$ cat src/logic/bus_cycle_pkg.sv
package bus_cycle_pkg;
  localparam int ADDR_W = 15;
  localparam int DATA_W = 16;
  // Word addresses of the vector pairs (byte addresses shifted right)
  localparam logic [14:0] RESET_WP_WADDR = 15'h0000;
  localparam logic [14:0] RESET_PC_WADDR = 15'h0001;
  localparam logic [14:0] LOAD_WP_WADDR = 15'h7FFE;
  localparam logic [14:0] LOAD_PC_WADDR = 15'h7FFF;
  localparam logic [15:0] ST_RESET_VAL = 16'h0000;
  localparam int RESET_MIN_CYCLES = 3;
  // Edges a ready sample needs to cross the pin synchroniser
  localparam logic [1:0] READY_LAG = 2'h2;
  typedef enum logic [3:0] {
    PH_IDLE = 4'h1,
    PH_ADDR = 4'h2,
    PH_WAIT = 4'h4,
    PH_DONE = 4'h8
  } phase_type;
  typedef enum logic [5:0] {
    SQ_RESET = 6'h01,
    SQ_VEC_WP = 6'h02,
    SQ_VEC_PC = 6'h04,
    SQ_RUN = 6'h08,
    SQ_IDLE = 6'h10,
    SQ_TRAP = 6'h20
  } seq_type;
endpackage

$ cat src/logic/cpu_memory_cycle_and_trap_control.sv
// Function
// - Load trap vectors from FFFC
// - Load trap waits for instruction end
// - Load trap ends idle state
// - Load at reset release follows reset
// - Reset holds write and bit strobes
// - Reset fetches vectors 0000/0002, clears status
// - Strobe low with address presented
// - Read direction high, write high
// - Fetch flag high on fetch
// - Ready in second cycle, sample next
// - Low ready inserts wait states
// - End read: strobes inactive, bus input
// - Write strobe low with data
// - Wait output on extended cycle
`timescale 1ns/1ps
`default_nettype none
module cpu_memory_cycle_and_trap_control (
  input wire logic CLK,
  input wire logic SYS_RST,
  input wire logic RESET_N,
  input wire logic LOAD_N,
  input wire logic READY,
  input wire logic [15:0] DIN,
  input wire logic REQ_VALID,
  input wire logic REQ_WRITE,
  input wire logic REQ_FETCH,
  input wire logic [14:0] REQ_ADDR,
  input wire logic [15:0] REQ_WDATA,
  input wire logic INSTR_END,
  input wire logic IDLE_REQ,
  input wire logic BIT_IO_REQ,
  output logic REQ_READY,
  output logic RSP_VALID,
  output logic [15:0] RSP_RDATA,
  output logic MEM_CYCLE_STROBE_N,
  output logic READ_DIRECTION,
  output logic WE_N,
  output logic INSTR_FETCH_FLAG,
  output logic WAIT_OUT,
  output logic BIT_IO_STROBE,
  output logic [14:0] ADDR,
  output logic [15:0] DOUT,
  output logic DOUT_EN,
  output logic [15:0] WP_R,
  output logic [15:0] PC_R,
  output logic [15:0] STATUS_R,
  output logic RUNNING
);
  logic rst_m_r, rst_s_r, load_m_r, load_s_r, rdy_m_r, rdy_s_r;
  logic [15:0] din_m_r, din_s_r;
  logic load_pend_r, trap_sel_r, eng_start, eng_busy, eng_done;
  logic [14:0] eng_addr;
  logic [15:0] eng_rdata;
  logic bit_io_r;
  logic eng_rst, vec_pend_r;
  bus_cycle_pkg::seq_type sq_r;

  // Pins from outside pass two flops first
  always_ff @(posedge CLK) begin
    if (SYS_RST) begin
      rst_m_r <= 1'b0;
      rst_s_r <= 1'b0;
    end else begin
      rst_m_r <= ~RESET_N;
      rst_s_r <= rst_m_r;
    end
  end

  always_ff @(posedge CLK) begin
    if (SYS_RST) begin
      load_m_r <= 1'b0;
      load_s_r <= 1'b0;
    end else begin
      load_m_r <= ~LOAD_N;
      load_s_r <= load_m_r;
    end
  end

  // Ready and data share one depth so data stays aligned to ready
  always_ff @(posedge CLK) begin
    if (SYS_RST) begin
      rdy_m_r <= 1'b0;
      rdy_s_r <= 1'b0;
    end else begin
      rdy_m_r <= READY;
      rdy_s_r <= rdy_m_r;
    end
  end

  always_ff @(posedge CLK) begin
    if (SYS_RST) begin
      din_m_r <= 16'h0000;
      din_s_r <= 16'h0000;
    end else begin
      din_m_r <= DIN;
      din_s_r <= din_m_r;
    end
  end

  // Falling pin edge arms one trap; a held level never re-arms it
  logic load_d_r;
  always_ff @(posedge CLK) begin
    if (SYS_RST) begin
      load_d_r <= 1'b0;
    end else begin
      load_d_r <= load_s_r;
    end
  end

  // Pending load is sticky; a new edge wins over the trap's clear
  always_ff @(posedge CLK) begin
    if (SYS_RST) begin
      load_pend_r <= 1'b0;
    end else if (load_s_r && !load_d_r) begin
      load_pend_r <= 1'b1;
    end else if (sq_r == bus_cycle_pkg::SQ_TRAP) begin
      load_pend_r <= 1'b0;
    end
  end

  always_comb begin
    if (sq_r == bus_cycle_pkg::SQ_VEC_WP) begin
      eng_addr = trap_sel_r ? bus_cycle_pkg::LOAD_WP_WADDR
                            : bus_cycle_pkg::RESET_WP_WADDR;
    end else if (sq_r == bus_cycle_pkg::SQ_VEC_PC) begin
      eng_addr = trap_sel_r ? bus_cycle_pkg::LOAD_PC_WADDR
                            : bus_cycle_pkg::RESET_PC_WADDR;
    end else begin
      eng_addr = REQ_ADDR;
    end
  end

  // Requests are refused outside run and while a cycle is open
  assign REQ_READY = (sq_r == bus_cycle_pkg::SQ_RUN) && !eng_busy
                     && !rst_s_r;
  // A finished vector read blocks a repeat start until the state moves
  assign eng_start = !rst_s_r && !eng_busy && !vec_pend_r &&
                     ((sq_r == bus_cycle_pkg::SQ_VEC_WP) ||
                      (sq_r == bus_cycle_pkg::SQ_VEC_PC) ||
                      (REQ_READY && REQ_VALID));
  assign RUNNING = (sq_r == bus_cycle_pkg::SQ_RUN);

  // Pin reset aborts an open cycle, so the write strobe rises
  assign eng_rst = SYS_RST || rst_s_r;

  mem_cycle_engine #(
    .AW(bus_cycle_pkg::ADDR_W),
    .DW(bus_cycle_pkg::DATA_W)
  ) u_engine (
    .clk(CLK),
    .rst(eng_rst),
    .start(eng_start),
    .is_write(RUNNING & REQ_WRITE),
    .is_fetch(RUNNING & REQ_FETCH),
    .addr(eng_addr),
    .wdata(REQ_WDATA),
    .ready_s(rdy_s_r),
    .din_s(din_s_r),
    .busy(eng_busy),
    .done(eng_done),
    .rdata_r(eng_rdata),
    .strobe_n_r(MEM_CYCLE_STROBE_N),
    .rd_dir_r(READ_DIRECTION),
    .we_n_r(WE_N),
    .fetch_r(INSTR_FETCH_FLAG),
    .wait_r(WAIT_OUT),
    .addr_r(ADDR),
    .dout_r(DOUT),
    .dout_en_r(DOUT_EN)
  );

  // Read data lands one cycle after done
  logic rsp_pend_r;
  always_ff @(posedge CLK) begin
    if (SYS_RST) begin
      rsp_pend_r <= 1'b0;
      RSP_VALID <= 1'b0;
      RSP_RDATA <= 16'h0000;
    end else begin
      rsp_pend_r <= eng_done && (sq_r == bus_cycle_pkg::SQ_RUN);
      RSP_VALID <= rsp_pend_r;
      if (rsp_pend_r) begin
        RSP_RDATA <= eng_rdata;
      end
    end
  end

  always_ff @(posedge CLK) begin
    if (SYS_RST) begin
      vec_pend_r <= 1'b0;
    end else begin
      vec_pend_r <= eng_done && ((sq_r == bus_cycle_pkg::SQ_VEC_WP) ||
                                 (sq_r == bus_cycle_pkg::SQ_VEC_PC));
    end
  end

  // Vectors land one cycle after the engine reports done
  logic wp_take, pc_take;
  assign wp_take = vec_pend_r && (sq_r == bus_cycle_pkg::SQ_VEC_WP);
  assign pc_take = vec_pend_r && (sq_r == bus_cycle_pkg::SQ_VEC_PC);

  always_ff @(posedge CLK) begin
    if (SYS_RST) begin
      sq_r <= bus_cycle_pkg::SQ_RESET;
    end else if (rst_s_r) begin
      sq_r <= bus_cycle_pkg::SQ_RESET;
    end else begin
      case (sq_r)
        bus_cycle_pkg::SQ_RESET: begin
          if (!eng_busy) begin
            sq_r <= bus_cycle_pkg::SQ_VEC_WP;
          end
        end
        bus_cycle_pkg::SQ_VEC_WP: begin
          if (wp_take) begin
            sq_r <= bus_cycle_pkg::SQ_VEC_PC;
          end
        end
        bus_cycle_pkg::SQ_VEC_PC: begin
          // Load honoured only after vector pair
          if (pc_take) begin
            sq_r <= bus_cycle_pkg::SQ_RUN;
          end
        end
        bus_cycle_pkg::SQ_RUN: begin
          if (load_pend_r && INSTR_END && !eng_busy && !REQ_VALID) begin
            sq_r <= bus_cycle_pkg::SQ_TRAP;
          // Idle entry also waits for an instruction end
          end else if (IDLE_REQ && INSTR_END && !eng_busy) begin
            sq_r <= bus_cycle_pkg::SQ_IDLE;
          end
        end
        bus_cycle_pkg::SQ_IDLE: begin
          if (load_pend_r) begin
            sq_r <= bus_cycle_pkg::SQ_TRAP;
          end
        end
        bus_cycle_pkg::SQ_TRAP: begin
          // Vector pair is read next
          sq_r <= bus_cycle_pkg::SQ_VEC_WP;
        end
        default: begin
          sq_r <= bus_cycle_pkg::SQ_RESET;
        end
      endcase
    end
  end

  // Trap selects the top vector pair
  always_ff @(posedge CLK) begin
    if (SYS_RST || rst_s_r) begin
      trap_sel_r <= 1'b0;
    end else if (sq_r == bus_cycle_pkg::SQ_RESET) begin
      trap_sel_r <= 1'b0;
    end else if (sq_r == bus_cycle_pkg::SQ_TRAP) begin
      trap_sel_r <= 1'b1;
    end
  end

  // Workspace pointer comes only from vector reads
  always_ff @(posedge CLK) begin
    if (SYS_RST) begin
      WP_R <= 16'h0000;
    end else if (wp_take) begin
      WP_R <= eng_rdata;
    end
  end

  // Program counter loads after the workspace word
  always_ff @(posedge CLK) begin
    if (SYS_RST) begin
      PC_R <= 16'h0000;
    end else if (pc_take) begin
      PC_R <= eng_rdata;
    end
  end

  always_ff @(posedge CLK) begin
    if (SYS_RST) begin
      STATUS_R <= bus_cycle_pkg::ST_RESET_VAL;
    end else if (sq_r == bus_cycle_pkg::SQ_RESET) begin
      STATUS_R <= bus_cycle_pkg::ST_RESET_VAL;
    end
  end

  always_ff @(posedge CLK) begin
    if (SYS_RST) begin
      bit_io_r <= 1'b0;
    end else begin
      bit_io_r <= BIT_IO_REQ && RUNNING && !rst_s_r;
    end
  end
  assign BIT_IO_STROBE = bit_io_r;
endmodule
`default_nettype wire

$ cat src/logic/mem_cycle_engine.sv
`timescale 1ns/1ps
`default_nettype none
module mem_cycle_engine #(
  parameter int AW = 15,
  parameter int DW = 16
) (
  input wire logic clk,
  input wire logic rst,
  input wire logic start,
  input wire logic is_write,
  input wire logic is_fetch,
  input wire logic [AW-1:0] addr,
  input wire logic [DW-1:0] wdata,
  input wire logic ready_s,
  input wire logic [DW-1:0] din_s,
  output logic busy,
  output logic done,
  output logic [DW-1:0] rdata_r,
  output logic strobe_n_r,
  output logic rd_dir_r,
  output logic we_n_r,
  output logic fetch_r,
  output logic wait_r,
  output logic [AW-1:0] addr_r,
  output logic [DW-1:0] dout_r,
  output logic dout_en_r
);
  bus_cycle_pkg::phase_type ph_r;
  logic [1:0] lag_r;
  initial begin
    if (AW < 1 || DW < 1) $error("bad width");
  end
  assign busy = (ph_r != bus_cycle_pkg::PH_IDLE);
  assign done = (ph_r == bus_cycle_pkg::PH_DONE);
  always_ff @(posedge clk) begin
    if (rst) begin
      ph_r <= bus_cycle_pkg::PH_IDLE;
      strobe_n_r <= 1'b1;
      rd_dir_r <= 1'b0;
      we_n_r <= 1'b1;
      fetch_r <= 1'b0;
      wait_r <= 1'b0;
      addr_r <= '0;
      dout_r <= '0;
      dout_en_r <= 1'b0;
      rdata_r <= '0;
      lag_r <= 2'h0;
    end else begin
      case (ph_r)
        bus_cycle_pkg::PH_IDLE: begin
          if (start) begin
            strobe_n_r <= 1'b0;
            addr_r <= addr;
            rd_dir_r <= ~is_write;
            fetch_r <= is_fetch & ~is_write;
            we_n_r <= ~is_write;
            dout_r <= wdata;
            dout_en_r <= is_write;
            ph_r <= bus_cycle_pkg::PH_ADDR;
            lag_r <= bus_cycle_pkg::READY_LAG;
          end
        end
        bus_cycle_pkg::PH_ADDR, bus_cycle_pkg::PH_WAIT: begin
          // Ready in second cycle
          // Synchronised ready trails the pin; judge it only once it
          // reflects a cycle in which the strobe was already low
          if (lag_r != 2'h0) begin
            lag_r <= lag_r - 2'h1;
          end else if (ready_s) begin
            wait_r <= 1'b0;
            ph_r <= bus_cycle_pkg::PH_DONE;
          end else begin
            wait_r <= 1'b1;
            ph_r <= bus_cycle_pkg::PH_WAIT;
          end
        end
        bus_cycle_pkg::PH_DONE: begin
          // Data sampled the cycle after ready
          rdata_r <= din_s;
          strobe_n_r <= 1'b1;
          rd_dir_r <= 1'b0;
          we_n_r <= 1'b1;
          fetch_r <= 1'b0;
          dout_en_r <= 1'b0;
          ph_r <= bus_cycle_pkg::PH_IDLE;
        end
        default: ph_r <= bus_cycle_pkg::PH_IDLE;
      endcase
    end
  end
endmodule
`default_nettype wire

$ cat config.mk
export PLATFORM = sky130hd
export DESIGN_NAME = cpu_memory_cycle_and_trap_control
export DESIGN_NICKNAME = d
export VERILOG_FILES = /design/src/logic/bus_cycle_pkg.sv /design/src/logic/cpu_memory_cycle_and_trap_control.sv /design/src/logic/mem_cycle_engine.sv
export SDC_FILE = /design/constraint.sdc
export NUM_CORES = 1
export LEC_CHECK = 0
export BUFFER_PORTS_ARGS = -buffer_cell sky130_fd_sc_hd__buf_2
export CORE_UTILIZATION = 52
export DETAILED_ROUTE_END_ITERATION = 12
export PLACE_DENSITY = 0.9
export SLEW_MARGIN = 40
export SYNTH_ARGS = -nofsm -noshare
export SYNTH_HDL_FRONTEND = slang
export SYNTH_HIERARCHICAL = 1
export SYNTH_SLANG_ARGS = --single-unit
$ cat constraint.sdc
create_clock -name CLK -period 3 [get_ports CLK]
set_input_delay 0.6 -clock CLK [delete_from_list [all_inputs] [get_ports CLK]]
set_output_delay 0.6 -clock CLK [all_outputs]
set_load 0.02 [all_outputs]
==> results of run 1 <==
cell type report:
class / instances / area (sq um)
fillers: 855 / 3770
flip-flops and latches: 158 / 3160
multi-input cells: 419 / 2480
repair buffers: 157 / 826
clock buffers: 18 / 429
well taps: 140 / 175
clock inverters: 14 / 149
inverters: 10 / 43.8
routing by layer:
layer  share of wire, %  GRT usage [%]  vias up
met3                5.1           5.44       24
met4                1.7           9.90        0
met5                  0              0        -
met1                 44           28.4     2254
met2                 50           38.5      158
li1                   -              -     2383
worst max-delay path: stages (launching register included):
cell	delay, ns
dfxtp_1	0.34
or4_1	0.65
or2_1	0.32
a2111oi_4	0.33
buf_4	0.42
nand2_1	0.16
a211o_1	0.31
per-stage QoR:
stage	utilization [%]	hold WS, ns	instances	total power (uW)	setup WS (ns)
finish	65.9	0.329	916	4590	0.337
floorplan	-	0.414	651	2460	0.436
global route	65.9	0.317	916	4750	0.190
detailed placement	60.6	0.422	884	2550	0.380
CTS	65.8	0.315	916	4620	0.357
global placement	60.4	0.416	883	2540	0.423
cells in the final DEF (no fill, tap or decap), types with 3 or more instances in the layout:
master / count
a211oi_1: 4
a21o_1: 16
a21oi_1: 54
a21oi_2: 16
a221oi_1: 3
a31oi_1: 3
and2_1: 3
buf_2: 146
buf_4: 10
clkbuf_16: 17
clkinv_4: 4
conb_1: 16
dfxtp_1: 157
inv_1: 6
inv_6: 5
inv_8: 3
mux2i_1: 32
nand2_1: 56
nand2_2: 16
nand3_1: 38
nand4b_1: 3
nor2_1: 44
nor2b_1: 41
nor3_1: 4
o21ai_0: 6
o21ai_1: 30
flip-flops by register name, indices dropped and copies added (netlist names), 15 cells and up:
name              flops
u_engine/rdata_r     16
u_engine/addr_r      15
din_m_r              16
din_s_r              16
WP_R                 16
RSP_RDATA            16
u_engine/dout_r      16
PC_R                 16
synth_stat cells (2+ instances only):
| cell | instances | area share, % |
|---|---|---|
| a211o_1 | 2 | 0.29 |
| a211oi_1 | 4 | 0.50 |
| a21o_1 | 16 | 2.0 |
| a21oi_1 | 54 | 4.5 |
| a21oi_2 | 16 | 2.3 |
| a221oi_1 | 3 | 0.44 |
| a311oi_1 | 2 | 0.29 |
| a31oi_1 | 3 | 0.31 |
| and2_1 | 3 | 0.31 |
| and3_1 | 2 | 0.21 |
| buf_12 | 2 | 0.67 |
| buf_2 | 12 | 1.0 |
| buf_4 | 16 | 2.0 |
| buf_6 | 4 | 0.75 |
| clkbuf_1 | 30 | 1.9 |
| dfxtp_1 | 158 | 53 |
| inv_1 | 7 | 0.44 |
| mux2i_1 | 32 | 5.4 |
| nand2_1 | 56 | 3.5 |
| nand2_2 | 16 | 1.7 |
| nand3_1 | 38 | 3.2 |
| nand4_1 | 2 | 0.21 |
| nand4b_1 | 3 | 0.44 |
| nor2_1 | 44 | 2.8 |
| nor2b_1 | 41 | 4.3 |
| nor3_1 | 4 | 0.33 |
| nor4bb_1 | 2 | 0.33 |
| o211ai_1 | 2 | 0.25 |
| o21ai_0 | 6 | 0.50 |
| o21ai_1 | 30 | 2.5 |
| or2_1 | 2 | 0.21 |
| or3_1 | 2 | 0.21 |
| xor2_1 | 2 | 0.29 |
where the power goes:
part	switching (uW)	internal, uW	leakage, uW	total (uW)
Clock	908	1180	0.000278	2080
Sequential	28.6	2150	0.00128	2180
Combinational	209	119	0.00162	328
logic make-up (layout without fill, tap and decap cells):
group | count (synthesis) | in the layout | share of synthesized area (%)
compound gates | 141 | 141 | 14.5
xor+xnor | 3 | 3 | 0.439
fa+ha+maj | 1 | 1 | 0.209
buf+inv | 74 | 199 | 7.03
flops | 158 | 158 | 52.9
mux | 32 | 32 | 5.35
other cells | 1 | 16 | 0.0627
simple gates | 226 | 226 | 19.5
worst max path at each step:
stage                          from                          endpoint  slack, ns  depth (start not counted)
4_1_cts        sq_r[0]$_SDFFE_PP1P_  u_engine/strobe_n_r$_SDFFE_PP1P_       0.36                          6
2_1_floorplan  sq_r[0]$_SDFFE_PP1P_  u_engine/addr_r[14]$_SDFFE_PP0P_       0.44                          9
5_1_grt        sq_r[0]$_SDFFE_PP1P_    u_engine/lag_r[1]$_SDFFE_PP0P_       0.19                          6
3_3_place_gp   sq_r[0]$_SDFFE_PP1P_  u_engine/strobe_n_r$_SDFFE_PP1P_       0.42                          6
6_report       sq_r[0]$_SDFFE_PP1P_  u_engine/strobe_n_r$_SDFFE_PP1P_       0.34                          6
3_5_place_dp   sq_r[0]$_SDFFE_PP1P_  u_engine/strobe_n_r$_SDFFE_PP1P_       0.38                          6
==> out/metrics.csv, run 1 <==
stage,metric,value,unit
hold_path,Hold EP,rst_m_r$_SDFF_PP0_,
worst_setup_path,worst endpoint required time,3.30,ns
worst_setup_path,R2R setup slack,0.34,ns
worst_setup_path,CP Capture Type,register,
hold_path,Worst Hold Class,input port to register,
cells_and_area,nets,822,
worst_setup_path,crit path kind,register to register,
timing,Setup TNS,0,ns
logic_synthesis,Mapped Avg Cell Area,9.41,sq um
clock_tree,Skew-Pair Late Insertion Delay,0.42,ns
worst_setup_path,launching point of the worst reg2reg path,sq_r[0]$_SDFFE_PP1P_,
route,Vias/cell,5.26,
grt,total congestion overflow,0,
power_and_ir_drop,P_leak,0.00318,uW
worst_setup_path,crit path launch type,register,
clock_tree,Post-CTS Resized,0,
timing,fin crit period,2.66,ns
cells_and_area,Syn-to-layout area delta,21.4,%
cells_and_area,layout cells sized above 1,29.9,%
place,routability congestion estimate,0.891,
floorplan,Core Footprint,11000,sq um
worst_setup_path,Critical Path Fanout Max,37,
route,wire per inst,14.8,um
cells_and_area,final instance area,7260,sq um
place,placed cell areas,6690,sq um
floorplan,num rows,38,
clock_tree,quantity of hold-fixing buffers added after cts,0,
grt,pin count of the biggest net entering global routing,57,
timing,"Slew Viols, Final",0,
grt,initial antenna violation count,0,
logic_synthesis,synth warn,6,
timing,slew margin rel.,53.2,%
route,via count,4819,
clock_tree,CTS root buffer,clkbuf_16,
worst_setup_path,Worst Reg2Reg Path Length in Cells,6,
timing,Final Hold Fails,0,
timing,fmax,0.375,GHz
timing,final count of negative-setup-slack endpoints,0,
clock_tree,setup bufs post-CTS,0,
logic_synthesis,"Primary FF master, synth",dfxtp_1,
cells_and_area,ANT cells,0,
clock_tree,# H-tree levels,4,
timing,Worst-Margin Slew,0.701,ns
timing,RSZ-0062 raised after global routing,false,
grt,vias in the first global route,4473,
logic_synthesis,Async SR Flop Fraction,0,%
floorplan,Starting Density,54.2,%
timing,period utilization,88.8,%
power_and_ir_drop,pwr dens,632,nW/um^2
logic_synthesis,post-synthesis sequential area ratio,52.9,%
clock_tree,clock sinks,158,
hold_path,hold path depth,2,
logic_synthesis,number of synthesized flops with an enable pin,0,
floorplan,die area,11900,sq um
run,maxcap violations,0,
place,DP HPWL,8540,um
run_status,status,"complete, no violations",
logic_synthesis,Cell variety after synth,53,
worst_setup_path,RR Endpoint,u_engine/strobe_n_r$_SDFFE_PP1P_,
power_and_ir_drop,Worst VDD drop,0.550,mV
floorplan,die width,109,um
route,Iter 0 DRT Violations,400,
place,IO buf count,146,
floorplan,IO Count,163,
worst_setup_path,crit path DAT,2.96,ns
logic_synthesis,Yosys reg bits,158,
grt,first-pass GRT wire length,21200,um
logic_synthesis,Post-Syn Instances,636,
route,final wirelength,13600,um
clock_tree,CTS max path bufs,2,
route,antenna-violating nets left,0,
clock_tree,clk slew on worst S/H paths,0.06,ns
timing,clk_skew,0.0151,ns
route,drt drc,0,
hold_path,hold_sp,RESET_N,
grt,GRT Total Usage,23.1,%
clock_tree,CTS tree,yes,
floorplan,Die H,109,um
logic_synthesis,Synth Cell Area,5980,sq um
route,DR pass1 iterations,5,
clock_tree,CTS buffer count,17,
Power figures use the tool's default switching activity.
==> inputs of run 2 (changes only) <==
Clock period 3 ns to 2.6 ns, I/O delays scaled along.
==> out/metrics.csv, run 2 (same netlist as run 1, synthesis figures left out) <==
stage,metric,value,unit
run,maxcap violations,0,
clock_tree,quantity of hold-fixing buffers added after cts,0,
worst_setup_path,launching point of the worst reg2reg path,sq_r[0]$_SDFFE_PP1P_,
cells_and_area,ANT cells,0,
floorplan,die width,109,um
power_and_ir_drop,P_leak,0.00323,uW
route,antenna-violating nets left,0,
worst_setup_path,worst endpoint required time,2.08,ns
clock_tree,Skew-Pair Late Insertion Delay,0.42,ns
grt,GRT Total Usage,23.9,%
grt,first-pass GRT wire length,21700,um
cells_and_area,layout cells sized above 1,30.4,%
grt,pin count of the biggest net entering global routing,92,
place,DP HPWL,8960,um
cells_and_area,nets,826,
cells_and_area,final instance area,7330,sq um
worst_setup_path,R2R setup slack,0.17,ns
place,placed cell areas,6700,sq um
worst_setup_path,crit path DAT,1.92,ns
floorplan,Core Footprint,11000,sq um
place,IO buf count,146,
timing,Final Hold Fails,0,
clock_tree,clock sinks,158,
clock_tree,CTS buffer count,17,
worst_setup_path,WP buf/inv,2,
timing,fin crit period,2.44,ns
route,DR pass1 iterations,5,
route,drt drc,0,
route,wire per inst,15.3,um
clock_tree,CTS tree,yes,
timing,"Slew Viols, Final",0,
worst_setup_path,worst setup path start,sq_r[4]$_SDFFE_PP0P_,
clock_tree,clk slew on worst S/H paths,0.06,ns
route,Vias/cell,5.34,
grt,initial antenna violation count,0,
hold_path,hold_sp,RESET_N,
timing,Setup TNS,0,ns
power_and_ir_drop,pwr dens,743,nW/um^2
floorplan,Starting Density,54.2,%
cells_and_area,Final Core Density,66.4,%
floorplan,num rows,38,
timing,Worst-Margin Slew,0.693,ns
clock_tree,CTS max path bufs,2,
worst_setup_path,"Slowest-stage cell, CP",dfxtp_1,
run_status,status,"complete, no violations",
worst_setup_path,CP Capture Type,output port,
floorplan,Die H,109,um
timing,period utilization,93.9,%
timing,clk_skew,0.0120,ns
worst_setup_path,Critical Path Fanout Max,12,
worst_setup_path,Top delay family on crit path,simple AND/OR/NAND/NOR gates,
place,routability congestion estimate,0.923,
worst_setup_path,CP peak stage delay,0.35,ns
route,via count,4914,
timing,RSZ-0062 raised after global routing,false,
clock_tree,CTS root buffer,clkbuf_16,
cells_and_area,most frequent cells in the layout,"dfxtp_1, buf_2, nand2_1",
floorplan,die area,11900,sq um
grt,total congestion overflow,0,
grt,vias in the first global route,4547,
floorplan,IO Count,163,
route,Iter 0 DRT Violations,377,
clock_tree,# H-tree levels,4,
cells_and_area,fillcell total,887,
route,final wirelength,14100,um
timing,final count of negative-setup-slack endpoints,0,
timing,slew margin rel.,53.7,%
worst_setup_path,"Critical Path, Cell by Cell","or2_2, and4b_1, buf_4, nor3b_2, buf_2",
worst_setup_path,crit path kind,register to output port,
timing,fmax,0.410,GHz
cells_and_area,"commonest non-fill, non-tap cell in the layout",dfxtp_1,
hold_path,Worst Hold Class,input port to register,
power_and_ir_drop,Worst VDD drop,0.661,mV
worst_setup_path,crit path launch type,register,
cells_and_area,Syn-to-layout area delta,22.4,%
==> run 2: area by class of cell <==
class	count	area [sq um]	share of cell area, %
clock buffers	18	439	5.99
well taps	140	175	2.39
clock inverters	14	171	2.34
repair buffers	161	851	11.6
flip-flops and latches	158	3160	43.2
inverters	10	43.8	0.598
multi-input cells	419	2480	33.9
==> run 2: final timing paths <==
path,endpoint,depth (start not counted)
setup / recovery,REQ_READY,5
hold / removal,rst_m_r$_SDFF_PP0_,2
setup reg to reg,u_engine/we_n_r$_SDFFE_PP1P_,6
hold reg to reg,u_engine/rdata_r[14]$_SDFFE_PP0P_,2
==> run 2: layer usage <==
layer / global-route usage, % / vias to the layer above / wire, um
met5: 0 / - / 0
li1: - / 2388 / -
met4: 9.81 / 0 / 228
met2: 41.8 / 186 / 7250
met1: 28.2 / 2320 / 5820
met3: 5.38 / 20 / 761
==> run 2: stage by stage <==
step	hold WS [ns]	std cells	power [uW]	setup slack (ns)
after floorplan	0.414	651	2840	0.0357
after global placement	0.416	888	2940	0.194
after detailed placement	0.423	888	2940	0.144
after CTS	0.229	920	5480	0.108
after global routing	0.235	920	5630	0.0377
final	0.245	920	5440	0.158
==> run 2: power by group <==
| group | total, uW | switching, uW | internal, uW |
|---|---|---|---|
| clock network | 2540 | 1060 | 1480 |
| registers | 2510 | 31.3 | 2480 |
| logic | 390 | 248 | 142 |
==> run 2: timing repair <==
action | in CTS | in global routing
endpoints found under the setup margin | 0 | 4
resized for setup | 0 | 3
buffers inserted | 0 | 0
==> inputs of run 3 (changes only) <==
Settings changed: REMOVE_ABC_BUFFERS set to 1.
==> out/metrics.csv, run 3 (same netlist as run 1, synthesis figures left out) <==
stage,metric,value,unit
run_status,status,"complete, no violations",
timing,clk_skew,0.0111,ns
grt,M1 GR Usage,27.6,%
timing,period utilization,94.7,%
place,DP HPWL,8850,um
cells_and_area,ANT cells,0,
worst_setup_path,crit path kind,register to register,
power_and_ir_drop,Worst VDD drop,0.597,mV
clock_tree,Post-CTS Resized,0,
power_and_ir_drop,sw frac,24.1,%
power_and_ir_drop,P_leak,0.00321,uW
floorplan,die width,109,um
timing,fmax,0.406,GHz
worst_setup_path,R2R setup slack,0.14,ns
worst_setup_path,WP buf/inv,1,
grt,total congestion overflow,0,
clock_tree,setup bufs post-CTS,0,
worst_setup_path,worst endpoint required time,2.90,ns
hold_path,Worst Hold Class,input port to register,
clock_tree,CTS root buffer,clkbuf_16,
worst_setup_path,CP Capture Type,register,
grt,vias in the first global route,4301,
route,Vias/cell,5.30,
floorplan,Core Footprint,11000,sq um
timing,Final Hold Fails,0,
clock_tree,CTS max path bufs,2,
timing,Fin Hold WS,0.248,ns
cells_and_area,fillcell total,862,
grt,routing usage on met3,7.47,%
worst_setup_path,Critical Path Fanout Max,37,
worst_setup_path,crit path launch type,register,
grt,pin count of the biggest net entering global routing,92,
route,via count,4886,
cells_and_area,Seq. cell area,3160,sq um
route,antenna-violating nets left,0,
floorplan,die area,11900,sq um
power_and_ir_drop,Clock Power Share,45.7,%
route,final wirelength,13700,um
clock_tree,quantity of hold-fixing buffers added after cts,0,
grt,first-pass GRT wire length,21000,um
worst_setup_path,"Slowest-stage cell, CP",or4_1,
grt,grt met2 use,39.2,%
power_and_ir_drop,total power,5340,uW
floorplan,Starting Density,54.2,%
route,Iter 0 DRT Violations,394,
cells_and_area,area taken by multi-input logic gates,2480,sq um
grt,initial antenna violation count,0,
route,drt drc,0,
worst_setup_path,launching point of the worst reg2reg path,sq_r[4]$_SDFFE_PP0P_,
worst_setup_path,CP peak stage delay,0.50,ns
cells_and_area,Syn-to-layout area delta,22.3,%
grt,GRT Max-Usage Layer,met2,
place,IO buf count,146,
worst_setup_path,crit path DAT,2.76,ns
route,wire per inst,14.8,um
timing,RSZ-0062 raised after global routing,false,
power_and_ir_drop,Combinational Power Share,7.3,%
cells_and_area,most frequent cells in the layout,"dfxtp_1, buf_2, nand2_1",
clock_tree,# H-tree levels,4,
clock_tree,CTS buffer count,17,
power_and_ir_drop,Sw Pwr,1280,uW
cells_and_area,"commonest non-fill, non-tap cell in the layout",dfxtp_1,
worst_setup_path,worst setup path start,sq_r[4]$_SDFFE_PP0P_,
timing,"Slew Viols, Final",0,
clock_tree,Skew-Pair Late Insertion Delay,0.41,ns
clock_tree,clock sinks,158,
place,dpl cells,890,
place,routability congestion estimate,0.831,
run,maxcap violations,0,
clock_tree,clk slew on worst S/H paths,0.06,ns
worst_setup_path,"Critical Path, Cell by Cell","or4_1, or2_1, a2111oi_4, buf_4, nand2_1, a211o_1",
cells_and_area,nets,828,
timing,Worst-Margin Slew,0.742,ns
floorplan,IO Count,163,
clock_tree,CTS tree,yes,
power_and_ir_drop,internal cell power,4060,uW
floorplan,Die H,109,um
timing,final count of negative-setup-slack endpoints,0,
power_and_ir_drop,Flop pwr share,47.0,%
timing,fin crit period,2.46,ns
cells_and_area,layout cells sized above 1,30.2,%
route,DR pass1 iterations,7,
worst_setup_path,Top delay family on crit path,simple AND/OR/NAND/NOR gates,
timing,slew margin rel.,50.5,%
hold_path,hold_sp,RESET_N,
cells_and_area,Final Non-Filler Cells,922,
floorplan,num rows,38,
grt,GRT Total Usage,23.0,%
power_and_ir_drop,pwr dens,730,nW/um^2
[run 3: changes by cell type in the layout (fill, tap and decap cells not counted), moves of 2 or more]
| cell | before | now |
|---|---|---|
| buf_4 | 13 | 16 |
| buf_6 | 2 | 0 |
| clkinvlp_4 | 0 | 4 |
| inv_8 | 4 | 1 |
[run 3: per-layer routing]
metal	wire length (um)	part of all wire, %
met5	0	0
met1	5910	43
met2	6570	48
met4	145	1.1
met3	1060	7.7
[run 3: final timing paths]
check                                                        end  depth (start not counted)
worst min-delay path                          rst_m_r$_SDFF_PP0_                          2
worst max-delay path            u_engine/strobe_n_r$_SDFFE_PP1P_                          6
worst min register to register  u_engine/rdata_r[6]$_SDFFE_PP0P_                          2
worst max register to register  u_engine/strobe_n_r$_SDFFE_PP1P_                          6
[run 3: power by group through the flow]
stage,combinational (uW),clock (uW),sequential (uW)
floorplan,198,0,2580
finish,391,2440,2510
global placement,381,0,2560
global route,429,2580,2510
detailed placement,386,0,2560
CTS,388,2480,2510
[run 3: through the flow]
step           utilization (%)  cell area, sq um  setup WS (ns)  TNS (ns)
2_1_floorplan                -              5660          -4.26   -162.78
3_3_place_gp              61.0              6730          0.198         0
3_5_place_dp              61.0              6730          0.160         0
4_1_cts                   66.3              7320          0.150         0
5_1_grt                   66.3              7320         0.0136         0
6_report                  66.3              7320          0.137         0
[run 3: final cells by class]
cell class,instances,area share (%)
clock buffer,18,5.87
multi-input combinational,419,33.9
sequential,158,43.2
tap,140,2.39
clock inverter,14,2.17
inverter,10,0.581
timing repair buffer,163,11.9
